### src/dsar_params.svh
`ifndef DSAR_PARAMS_SVH
`define DSAR_PARAMS_SVH
`define DSAR_PAGE 4'h2
`define DSAR_OFS_STATUS 6'h25
`define DSAR_OFS_MIC 6'h26
`define DSAR_OFS_CELL 6'h27
`define DSAR_BIT_FLAG_HI 15
`define DSAR_BIT_FLAG_LO 10
`define DSAR_BIT_BYPASS 5
`define DSAR_BIT_DUR 4
`define DSAR_CEIL_HI 15
`define DSAR_CEIL_LO 9
`define DSAR_NS_HI 8
`define DSAR_NS_LO 6
`define DSAR_SN_HI 5
`define DSAR_SN_LO 3
`define DSAR_FLAGS_RST 6'h3F
`define DSAR_CEIL_RST 7'h7F
`define DSAR_DEB_RST 3'h0
`define DSAR_CLK_KHZ 10000
`define DSAR_DEB_UNIT_US 500
`define DSAR_DEB_UNIT_CYC ((`DSAR_DEB_UNIT_US * `DSAR_CLK_KHZ) / 1000)
`define DSAR_POP_SHORT_MS 802
`define DSAR_POP_LONG_MS 4006
`define DSAR_POP_SHORT_CYC (`DSAR_POP_SHORT_MS * `DSAR_CLK_KHZ)
`define DSAR_POP_LONG_CYC (`DSAR_POP_LONG_MS * `DSAR_CLK_KHZ)
`define DSAR_CELL_LAST_VALID 7'h44
`define DSAR_CELL_FIRST_TOP 7'h5E
`define DSAR_CELL_BASE_HALF_DB 8'hBB
`define DSAR_CELL_TOP_HALF_DB 8'h18
`endif

### src/dsar_pkg.sv
`default_nettype none
package dsar_pkg;
   typedef enum logic {
      POP_IDLE,
      POP_RUN
   } dsar_pop_state_type;
   typedef logic [15:0] dsar_word_type;
endpackage : dsar_pkg
`default_nettype wire

### src/dsar_lim_if.sv
`timescale 1ns/1ps
`default_nettype none
interface dsar_lim_if;
   logic [6:0] mic_ceiling;
   logic [2:0] mic_ns;
   logic [2:0] mic_sn;
   logic [6:0] cell_ceiling;
   logic [2:0] cell_ns;
   logic [2:0] cell_sn;
   modport src (output mic_ceiling, mic_ns, mic_sn, cell_ceiling, cell_ns, cell_sn);
   modport dec (input mic_ceiling, mic_ns, mic_sn, cell_ceiling, cell_ns, cell_sn);
endinterface : dsar_lim_if
`default_nettype wire

### src/dsar_regs.sv
`timescale 1ns/1ps
`default_nettype none
`include "dsar_params.svh"
module dsar_regs #(
   parameter logic [31:0] DEB_UNIT_CYC = `DSAR_DEB_UNIT_CYC,
   parameter logic [31:0] POP_SHORT_CYC = `DSAR_POP_SHORT_CYC,
   parameter logic [31:0] POP_LONG_CYC = `DSAR_POP_LONG_CYC
) (
   // Clock and reset
   input wire logic core_clk,
   input wire logic resetn,
   // Register port from the serial interface decoder
   input wire logic [3:0] reg_page,
   input wire logic [5:0] reg_addr,
   input wire logic reg_wr,
   input wire logic [15:0] reg_wdata,
   input wire logic reg_rd,
   output logic [15:0] reg_rdata,
   output logic reg_rvalid,
   // Driver power-down levels from the analog drivers
   input wire logic speaker_driver_a_off,
   input wire logic speaker_driver_b_off,
   input wire logic handset_receiver_driver_off,
   input wire logic virtual_ground_driver_off,
   input wire logic loudspeaker_driver_off,
   input wire logic cellphone_output_driver_off,
   // Pop sequencing
   input wire logic pop_start,
   output logic pop_sequence_bypass,
   output logic pop_duration_select,
   output logic pop_active,
   // AGC limits
   output logic [6:0] mic_gain_max_half_db,
   output logic [31:0] mic_to_silence_cyc,
   output logic [31:0] mic_from_silence_cyc,
   output logic [7:0] cell_gain_max_half_db,
   output logic cell_gain_invalid,
   output logic [31:0] cell_to_silence_cyc,
   output logic [31:0] cell_from_silence_cyc
);
   function automatic logic hit(input logic [3:0] pg, input logic [5:0] ad, input logic [5:0] ofs);
      hit = (pg == `DSAR_PAGE) && (ad == ofs);
   endfunction : hit

   // Two-stage synchronisers for the driver flags
   logic [5:0] flag_raw;
   logic [5:0] flag_s1_r, flag_s2_r;
   assign flag_raw = {speaker_driver_a_off, speaker_driver_b_off, handset_receiver_driver_off,
                      virtual_ground_driver_off, loudspeaker_driver_off, cellphone_output_driver_off};

   always_ff @(posedge core_clk or negedge resetn) begin
      if (!resetn) begin
         flag_s1_r <= `DSAR_FLAGS_RST;
         flag_s2_r <= `DSAR_FLAGS_RST;
      end else begin
         flag_s1_r <= flag_raw;
         flag_s2_r <= flag_s1_r;
      end
   end

   // Writable fields
   logic bypass_r, bypass_nxt, dur_r, dur_nxt;
   logic [6:0] mic_ceil_r, mic_ceil_nxt, cell_ceil_r, cell_ceil_nxt;
   logic [2:0] mic_ns_r, mic_ns_nxt, mic_sn_r, mic_sn_nxt;
   logic [15:0] rdata_nxt;

   always_comb begin
      bypass_nxt = bypass_r;
      dur_nxt = dur_r;
      mic_ceil_nxt = mic_ceil_r;
      mic_ns_nxt = mic_ns_r;
      mic_sn_nxt = mic_sn_r;
      cell_ceil_nxt = cell_ceil_r;
      if (reg_wr && hit(reg_page, reg_addr, `DSAR_OFS_STATUS)) begin
         bypass_nxt = reg_wdata[`DSAR_BIT_BYPASS];
         dur_nxt = reg_wdata[`DSAR_BIT_DUR];
      end
      if (reg_wr && hit(reg_page, reg_addr, `DSAR_OFS_MIC)) begin
         mic_ceil_nxt = reg_wdata[`DSAR_CEIL_HI:`DSAR_CEIL_LO];
         mic_ns_nxt = reg_wdata[`DSAR_NS_HI:`DSAR_NS_LO];
         mic_sn_nxt = reg_wdata[`DSAR_SN_HI:`DSAR_SN_LO];
      end
      if (reg_wr && hit(reg_page, reg_addr, `DSAR_OFS_CELL)) begin
         cell_ceil_nxt = reg_wdata[`DSAR_CEIL_HI:`DSAR_CEIL_LO];
      end
      // Reserved fields read as zero; cell debounce fields are read-only
      rdata_nxt = 16'h0000;
      if (hit(reg_page, reg_addr, `DSAR_OFS_STATUS)) begin
         rdata_nxt[`DSAR_BIT_FLAG_HI:`DSAR_BIT_FLAG_LO] = flag_s2_r;
         rdata_nxt[`DSAR_BIT_BYPASS] = bypass_r;
         rdata_nxt[`DSAR_BIT_DUR] = dur_r;
      end else if (hit(reg_page, reg_addr, `DSAR_OFS_MIC)) begin
         rdata_nxt[`DSAR_CEIL_HI:`DSAR_CEIL_LO] = mic_ceil_r;
         rdata_nxt[`DSAR_NS_HI:`DSAR_NS_LO] = mic_ns_r;
         rdata_nxt[`DSAR_SN_HI:`DSAR_SN_LO] = mic_sn_r;
      end else if (hit(reg_page, reg_addr, `DSAR_OFS_CELL)) begin
         rdata_nxt[`DSAR_CEIL_HI:`DSAR_CEIL_LO] = cell_ceil_r;
         rdata_nxt[`DSAR_NS_HI:`DSAR_NS_LO] = `DSAR_DEB_RST;
         rdata_nxt[`DSAR_SN_HI:`DSAR_SN_LO] = `DSAR_DEB_RST;
      end
   end

   always_ff @(posedge core_clk or negedge resetn) begin
      if (!resetn) begin
         bypass_r <= 1'b0;
         dur_r <= 1'b0;
         mic_ceil_r <= `DSAR_CEIL_RST;
         mic_ns_r <= `DSAR_DEB_RST;
         mic_sn_r <= `DSAR_DEB_RST;
         cell_ceil_r <= `DSAR_CEIL_RST;
         reg_rdata <= 16'h0000;
         reg_rvalid <= 1'b0;
      end else begin
         bypass_r <= bypass_nxt;
         dur_r <= dur_nxt;
         mic_ceil_r <= mic_ceil_nxt;
         mic_ns_r <= mic_ns_nxt;
         mic_sn_r <= mic_sn_nxt;
         cell_ceil_r <= cell_ceil_nxt;
         reg_rdata <= reg_rd ? rdata_nxt : reg_rdata;
         reg_rvalid <= reg_rd;
      end
   end

   assign pop_sequence_bypass = bypass_r;
   assign pop_duration_select = dur_r;

   // Pop sequencing timer
   dsar_pkg::dsar_pop_state_type pop_state_r, pop_state_nxt;
   logic [31:0] pop_cnt_r, pop_cnt_nxt;

   always_comb begin
      pop_state_nxt = pop_state_r;
      pop_cnt_nxt = pop_cnt_r;
      case (pop_state_r)
         dsar_pkg::POP_IDLE: begin
            if (pop_start && !bypass_r) begin
               pop_state_nxt = dsar_pkg::POP_RUN;
               pop_cnt_nxt = (dur_r ? POP_LONG_CYC : POP_SHORT_CYC) - 32'h1;
            end
         end
         dsar_pkg::POP_RUN: begin
            if (bypass_r || pop_cnt_r == 32'h0) begin
               pop_state_nxt = dsar_pkg::POP_IDLE;
            end else begin
               pop_cnt_nxt = pop_cnt_r - 32'h1;
            end
         end
         default: begin
            pop_state_nxt = dsar_pkg::POP_IDLE;
         end
      endcase
   end

   always_ff @(posedge core_clk or negedge resetn) begin
      if (!resetn) begin
         pop_state_r <= dsar_pkg::POP_IDLE;
         pop_cnt_r <= 32'h0;
      end else begin
         pop_state_r <= pop_state_nxt;
         pop_cnt_r <= pop_cnt_nxt;
      end
   end

   assign pop_active = (pop_state_r == dsar_pkg::POP_RUN);

   dsar_lim_if lim ();
   assign lim.mic_ceiling = mic_ceil_r;
   assign lim.mic_ns = mic_ns_r;
   assign lim.mic_sn = mic_sn_r;
   assign lim.cell_ceiling = cell_ceil_r;
   assign lim.cell_ns = `DSAR_DEB_RST;
   assign lim.cell_sn = `DSAR_DEB_RST;

   dsar_limit_decode #(.DEB_UNIT_CYC(DEB_UNIT_CYC)) u_decode (
      .core_clk(core_clk),
      .resetn(resetn),
      .lim(lim),
      .mic_gain_max_half_db(mic_gain_max_half_db),
      .mic_to_silence_cyc(mic_to_silence_cyc),
      .mic_from_silence_cyc(mic_from_silence_cyc),
      .cell_gain_max_half_db(cell_gain_max_half_db),
      .cell_gain_invalid(cell_gain_invalid),
      .cell_to_silence_cyc(cell_to_silence_cyc),
      .cell_from_silence_cyc(cell_from_silence_cyc)
   );

   property p_spk_a_live;
      @(posedge core_clk) disable iff (!resetn)
      reg_rd && hit(reg_page, reg_addr, `DSAR_OFS_STATUS) |=> reg_rdata[15] == $past(flag_s2_r[5]);
   endproperty
   a_spk_a_live: assert property (p_spk_a_live) else $error("speaker A flag not live");

   property p_flags_follow;
      @(posedge core_clk) disable iff (!resetn)
      reg_rd && hit(reg_page, reg_addr, `DSAR_OFS_STATUS) |=> reg_rdata[14:10] == $past(flag_s2_r[4:0]);
   endproperty
   a_flags_follow: assert property (p_flags_follow) else $error("driver flags misplaced");

   property p_reserved_zero;
      @(posedge core_clk) disable iff (!resetn)
      reg_rd && hit(reg_page, reg_addr, `DSAR_OFS_STATUS) |=> reg_rdata[9:6] == 4'h0 && reg_rdata[3:0] == 4'h0;
   endproperty
   a_reserved_zero: assert property (p_reserved_zero) else $error("reserved bits not zero");

   property p_bypass_no_pop;
      @(posedge core_clk) disable iff (!resetn)
      bypass_r && !pop_active |=> !pop_active;
   endproperty
   a_bypass_no_pop: assert property (p_bypass_no_pop) else $error("pop ran while bypassed");

   property p_pop_starts;
      @(posedge core_clk) disable iff (!resetn)
      pop_start && !bypass_r && !pop_active |=> pop_active [*8];
   endproperty
   a_pop_starts: assert property (p_pop_starts) else $error("pop sequence did not run");

   property p_cell_deb_ro;
      @(posedge core_clk) disable iff (!resetn)
      reg_rd && hit(reg_page, reg_addr, `DSAR_OFS_CELL) |=> reg_rdata[8:0] == 9'h000;
   endproperty
   a_cell_deb_ro: assert property (p_cell_deb_ro) else $error("cell debounce not read-only");
endmodule : dsar_regs
`default_nettype wire

### src/dsar_limit_decode.sv
`timescale 1ns/1ps
`default_nettype none
`include "dsar_params.svh"
module dsar_limit_decode #(
   parameter logic [31:0] DEB_UNIT_CYC = `DSAR_DEB_UNIT_CYC
) (
   // Clock and reset
   input wire logic core_clk,
   input wire logic resetn,
   // Register fields
   dsar_lim_if.dec lim,
   // Decoded limits to the AGC loops
   output logic [6:0] mic_gain_max_half_db,
   output logic [31:0] mic_to_silence_cyc,
   output logic [31:0] mic_from_silence_cyc,
   output logic [7:0] cell_gain_max_half_db,
   output logic cell_gain_invalid,
   output logic [31:0] cell_to_silence_cyc,
   output logic [31:0] cell_from_silence_cyc
);
   // Ladder 0, 0.5, 1, 2 .. 32 ms in clock cycles
   function automatic logic [31:0] ladder(input logic [2:0] code);
      if (code == 3'h0) begin
         ladder = 32'h0;
      end else begin
         ladder = DEB_UNIT_CYC << (code - 3'h1);
      end
   endfunction : ladder

   logic [6:0] mic_gain_nxt;
   logic [31:0] mic_ns_nxt, mic_sn_nxt, cell_ns_nxt, cell_sn_nxt;
   logic [7:0] cell_gain_nxt;
   logic cell_inv_nxt;

   always_comb begin
      mic_gain_nxt = lim.mic_ceiling;
      mic_ns_nxt = ladder(lim.mic_ns);
      mic_sn_nxt = ladder(lim.mic_sn);
      cell_ns_nxt = ladder(lim.cell_ns);
      cell_sn_nxt = ladder(lim.cell_sn);
      cell_inv_nxt = 1'b0;
      if (lim.cell_ceiling <= `DSAR_CELL_LAST_VALID) begin
         cell_gain_nxt = `DSAR_CELL_BASE_HALF_DB + {1'b0, lim.cell_ceiling};
      end else if (lim.cell_ceiling >= `DSAR_CELL_FIRST_TOP) begin
         cell_gain_nxt = `DSAR_CELL_TOP_HALF_DB;
      end else begin
         cell_gain_nxt = `DSAR_CELL_TOP_HALF_DB;
         cell_inv_nxt = 1'b1;
      end
   end

   always_ff @(posedge core_clk or negedge resetn) begin
      if (!resetn) begin
         mic_gain_max_half_db <= `DSAR_CEIL_RST;
         mic_to_silence_cyc <= 32'h0;
         mic_from_silence_cyc <= 32'h0;
         cell_gain_max_half_db <= `DSAR_CELL_TOP_HALF_DB;
         cell_gain_invalid <= 1'b0;
         cell_to_silence_cyc <= 32'h0;
         cell_from_silence_cyc <= 32'h0;
      end else begin
         mic_gain_max_half_db <= mic_gain_nxt;
         mic_to_silence_cyc <= mic_ns_nxt;
         mic_from_silence_cyc <= mic_sn_nxt;
         cell_gain_max_half_db <= cell_gain_nxt;
         cell_gain_invalid <= cell_inv_nxt;
         cell_to_silence_cyc <= cell_ns_nxt;
         cell_from_silence_cyc <= cell_sn_nxt;
      end
   end

   property p_mic_ladder_top;
      @(posedge core_clk) disable iff (!resetn)
      lim.mic_ns == 3'h7 |=> mic_to_silence_cyc == (DEB_UNIT_CYC << 6);
   endproperty
   a_mic_ladder_top: assert property (p_mic_ladder_top) else $error("mic debounce top code wrong");

   property p_mic_sn_zero;
      @(posedge core_clk) disable iff (!resetn)
      lim.mic_sn == 3'h0 |=> mic_from_silence_cyc == 32'h0;
   endproperty
   a_mic_sn_zero: assert property (p_mic_sn_zero) else $error("mic return debounce not zero");

   property p_cell_invalid;
      @(posedge core_clk) disable iff (!resetn)
      (lim.cell_ceiling > `DSAR_CELL_LAST_VALID && lim.cell_ceiling < `DSAR_CELL_FIRST_TOP) |=> cell_gain_invalid;
   endproperty
   a_cell_invalid: assert property (p_cell_invalid) else $error("cell middle code not flagged");

   property p_cell_floor;
      @(posedge core_clk) disable iff (!resetn)
      lim.cell_ceiling == 7'h00 |=> cell_gain_max_half_db == `DSAR_CELL_BASE_HALF_DB && !cell_gain_invalid;
   endproperty
   a_cell_floor: assert property (p_cell_floor) else $error("cell floor gain wrong");
endmodule : dsar_limit_decode
`default_nettype wire

### config.mk
export PLATFORM = sky130hd
export DESIGN_NAME = dsar_regs
export DESIGN_NICKNAME = d
export VERILOG_FILES = /design/src/dsar_pkg.sv /design/src/dsar_lim_if.sv /design/src/dsar_regs.sv /design/src/dsar_limit_decode.sv
export VERILOG_INCLUDE_DIRS = /design/src
export SDC_FILE = /design/constraint.sdc
export NUM_CORES = 1
export LEC_CHECK = 0
export ABC_AREA = 0
export BUFFER_PORTS_ARGS = -buffer_cell sky130_fd_sc_hd__buf_4
export CAP_MARGIN = 40
export CORE_ASPECT_RATIO = 1.1
export CORE_UTILIZATION = 49
export DETAILED_ROUTE_END_ITERATION = 7
export PLACE_DENSITY = 0.78
export SYNTH_ARGS = -nofsm -noshare
export SYNTH_HDL_FRONTEND = slang
export SYNTH_HIERARCHICAL = 1
export SYNTH_SLANG_ARGS = --single-unit
### constraint.sdc
create_clock -name core_clk -period 2.4 [get_ports core_clk]
set_input_delay 0.12 -clock core_clk [delete_from_list [all_inputs] [get_ports core_clk]]
set_output_delay 0.12 -clock core_clk [all_outputs]
set_load 0.03 [all_outputs]
==> reports/qor.yml <==
logic_synthesis:
  yosys_warnings: 6
  synth-edff-count: 0
  ys_types: 62
  synth.ff_latch_count: 165
  yosysSeqAreaShare_pct: 52.8
  async_flop_share_pct: 100
  syn-instance-count: 749
  avgSynthCellArea_um2: 10.6
  syn_area_um2: 7910
  ys.flop_type: "dfrtp_1"
final_layout:
  instances_no_fill: 1168
  design_area_um2: 10000
  drive_above_1_share_pct: 27.3
  area_delta_synth_final_pct: 26.5
  post-route-util_pct: 63.6
  finalNetCount: 1018
  n_antenna_cell: 0
setup_path:
  cp_data_required_time_ns: 2.75
  critPathMaxStageDelay_ns: 0.48
  crit_type: "reg -> reg"
  cp_num_cells: 8
  crit_path_top_delay_cell: "or4_1"
  crit_family: "simple AND/OR/NAND/NOR gates"
  path_cells: "inv_1 > ha_1 > nor3b_2 > buf_4 > nand4b_1 > or3_4 > or4_1 > a21oi_1"
  startpoint_type: "flop"
  cp-end-kind: "flop"
  critPathArrivalTime_ns: 2.58
  crit_fanout: 5
  r2r_cells: 8
  worst-path-buf-inv: 2
sta:
  skew_ns: 0.00862
  fmax_mhz: 447
  setup_viol: 0
  finalWorstSetupSlack_ns: 0.165
  finalHoldViolCount: 0
  rsz0062_at_grt: "no"
  slew_viol_final: 0
  tightest_slew_ns: 0.681
  fin_crit_ns: 2.24
  tns_ns: 0
  final.period_utilization_pct: 93.1
  max_slew_margin_pct: 54.5
  hold_slack_ns: 0.0969
clock_network:
  clk_latency_ns: 0.43
  numCtsBuffers: 17
  cts_buffer_depth: 2
  root_buffer: "clkbuf_16"
  cts_tree: "done"
  clk_pin_slew_ns: 0.06
  cts_setup_buffers: 0
  clkSinkCount: 165
  htreeDepth: 4
placement:
  place_congestion: 0.891
  placed_area_um2: 9200
  dp_hpwl_um: 12100
  placed_cells: 1115
  pre_cts_ws_ns: 0.0965
  numPortBuffers: 134
die:
  dieWidth_um: 123
  core_area_um2: 15700
  die_area_um2: 16700
  chipHeight_um: 135
  ios: 201
  initial_core_util_pct: 50.3
  row_count: 48
job:
  cap_violations: 0
global_routing:
  grt_pass1_wl_um: 28600
  grt.total_usage_pct: 22.2
  overflow: 0
  grt_max_degree: 68
  antenna_found_initial: 0
  grt_pass1_vias: 5938
detailed_routing:
  dr_total_vias: 6040
  drtPass1Iterations: 5
  antenna_left: 0
  routedWlPerCell_um: 15.2
  drc: 0
  vias_per_cell: 5.17
  drt_iter0_drc: 368
  wirelength_um: 17800
outcome:
  outcome: "finished, final reports clean"
power_and_ir_drop:
  power.density_nw_per_um2: 703
  total_power_mw: 7.04
  leakage_nw: 4.80
  vdd_drop_max_uv: 513
hold_path:
  hold-path-cell-count: 3
  hold_class: "in -> reg"
[power by group]
group | total (mW) | switching, mW | internal [mW]
sequential | 3.20 | 0.201 | 2.99
clock | 2.66 | 1.16 | 1.50
combinational | 1.18 | 0.713 | 0.467
[synth_stat cells (all sizes together) (4+ instances only)]
master  number  area share, %
nand2       40            1.9
a31oi        5           0.40
mux2        23            3.3
buf         73            6.6
o22ai        9           0.71
nor2b       23            1.8
a211oi       6           0.57
ha          26            4.1
nor3b        4           0.44
o21a         4           0.47
inv         37            1.8
nor3        25            1.7
mux2i       11            1.4
o211ai      10           0.95
nand3       16            1.0
o21ai       36            2.3
nor4        14            1.4
and2         6           0.47
nor2        44            2.1
or3         11            1.0
nand2b      18            1.4
and3         7           0.55
dfrtp      130             41
a22o         8           0.89
nand4        6           0.47
o31ai        9           0.85
clkbuf      23            1.1
dfstp       35             12
a21oi       45            2.8
a22oi        4           0.38
or4         13            1.3
[cell families (layout without fill, tap and decap cells)]
| logic type | Yosys count | count (layout) | share of synthesized area [%] |
|---|---|---|---|
| other | 2 | 97 | 0.0950 |
| muxes | 34 | 34 | 4.67 |
| buffers and inverters | 133 | 257 | 9.43 |
| adders and majority gates | 26 | 26 | 4.11 |
| AOI/OAI and AO/OA | 146 | 146 | 11.5 |
| xor gates and xnor gates | 2 | 2 | 0.222 |
| and+or+nand+nor | 241 | 241 | 17.2 |
| DFF | 165 | 165 | 52.8 |
[worst reg2reg max path, stage by stage (launching register included)]
cell	delay, ns
dfrtp_1	0.39
inv_1	0.09
ha_1	0.18
nor3b_2	0.16
buf_4	0.14
nand4b_1	0.12
or3_4	0.44
or4_1	0.48
a21oi_1	0.15
[path summary, 6_finish.rpt]
kind / startpoint / to / slack (ns)
min in group asynchronous: resetn / pop_cnt_r[7] / 0.26
max in group asynchronous: resetn / flag_s1_r[3] / 1.31
hold / removal: reg_wr / pop_sequence_bypass / 0.1
setup reg to reg: pop_cnt_r[1] / pop_cnt_r[26] / 0.16
hold reg to reg: flag_s1_r[4] / flag_s2_r[4] / 0.36
setup / recovery: pop_cnt_r[1] / pop_cnt_r[26] / 0.16
[sequential cells by signal, summed over array words and instances, names as in the netlist]
signal / flops
cell_ceil_r: 7
flag_s1_r: 6
flag_s2_r: 6
lim.mic_ceiling: 7
lim.mic_ns: 3
lim.mic_sn: 3
pop_active: 1
pop_cnt_r: 32
pop_duration_select: 1
pop_sequence_bypass: 1
reg_rdata: 13
reg_rvalid: 1
u_decode/cell_from_silence_cyc: 17
u_decode/cell_gain_invalid: 1
u_decode/cell_gain_max_half_db: 8
u_decode/cell_to_silence_cyc: 17
u_decode/mic_from_silence_cyc: 17
u_decode/mic_gain_max_half_db: 7
u_decode/mic_to_silence_cyc: 17
[final cells by class]
| class | count | area, um^2 |
|---|---|---|
| well taps | 200 | 250 |
| repair buffers | 188 | 1510 |
| inverters | 37 | 139 |
| multi-input cells | 546 | 3360 |
| clock inverters | 12 | 119 |
| clock buffers | 20 | 457 |
| fillers | 1275 | 5730 |
| flip-flops and latches | 165 | 4170 |
[layer usage]
metal	global-route usage [%]	part of all wire, %	up-vias
met5	0	0	-
met4	10.4	2.9	0
met3	5.47	6.7	36
met2	36.7	49	229
met1	27.2	41	2901
li1	-	-	2874
[cell usage in the layout (no fill, tap or decap), types with 13 or more instances in the layout]
master,synthesis,final
a21oi_1,45,45
buf_4,63,163
clkbuf_16,0,17
conb_1,2,97
dfrtp_1,130,130
dfstp_2,35,35
dlygate4sd3_1,0,21
ha_1,26,26
inv_1,36,35
mux2_2,13,13
nand2_1,40,40
nand2b_1,18,18
nand3_1,16,16
nor2_1,44,44
nor2b_1,23,23
nor3_1,23,23
o21ai_0,33,33
[timing repair]
action / in CTS / in global routing
endpoints found under the setup margin: 0 / 4
hold buffers: 21 / 0
hold endpoints to repair: 72 / 0
gates resized for setup: 0 / 3
(Power assumes the default switching activity.)
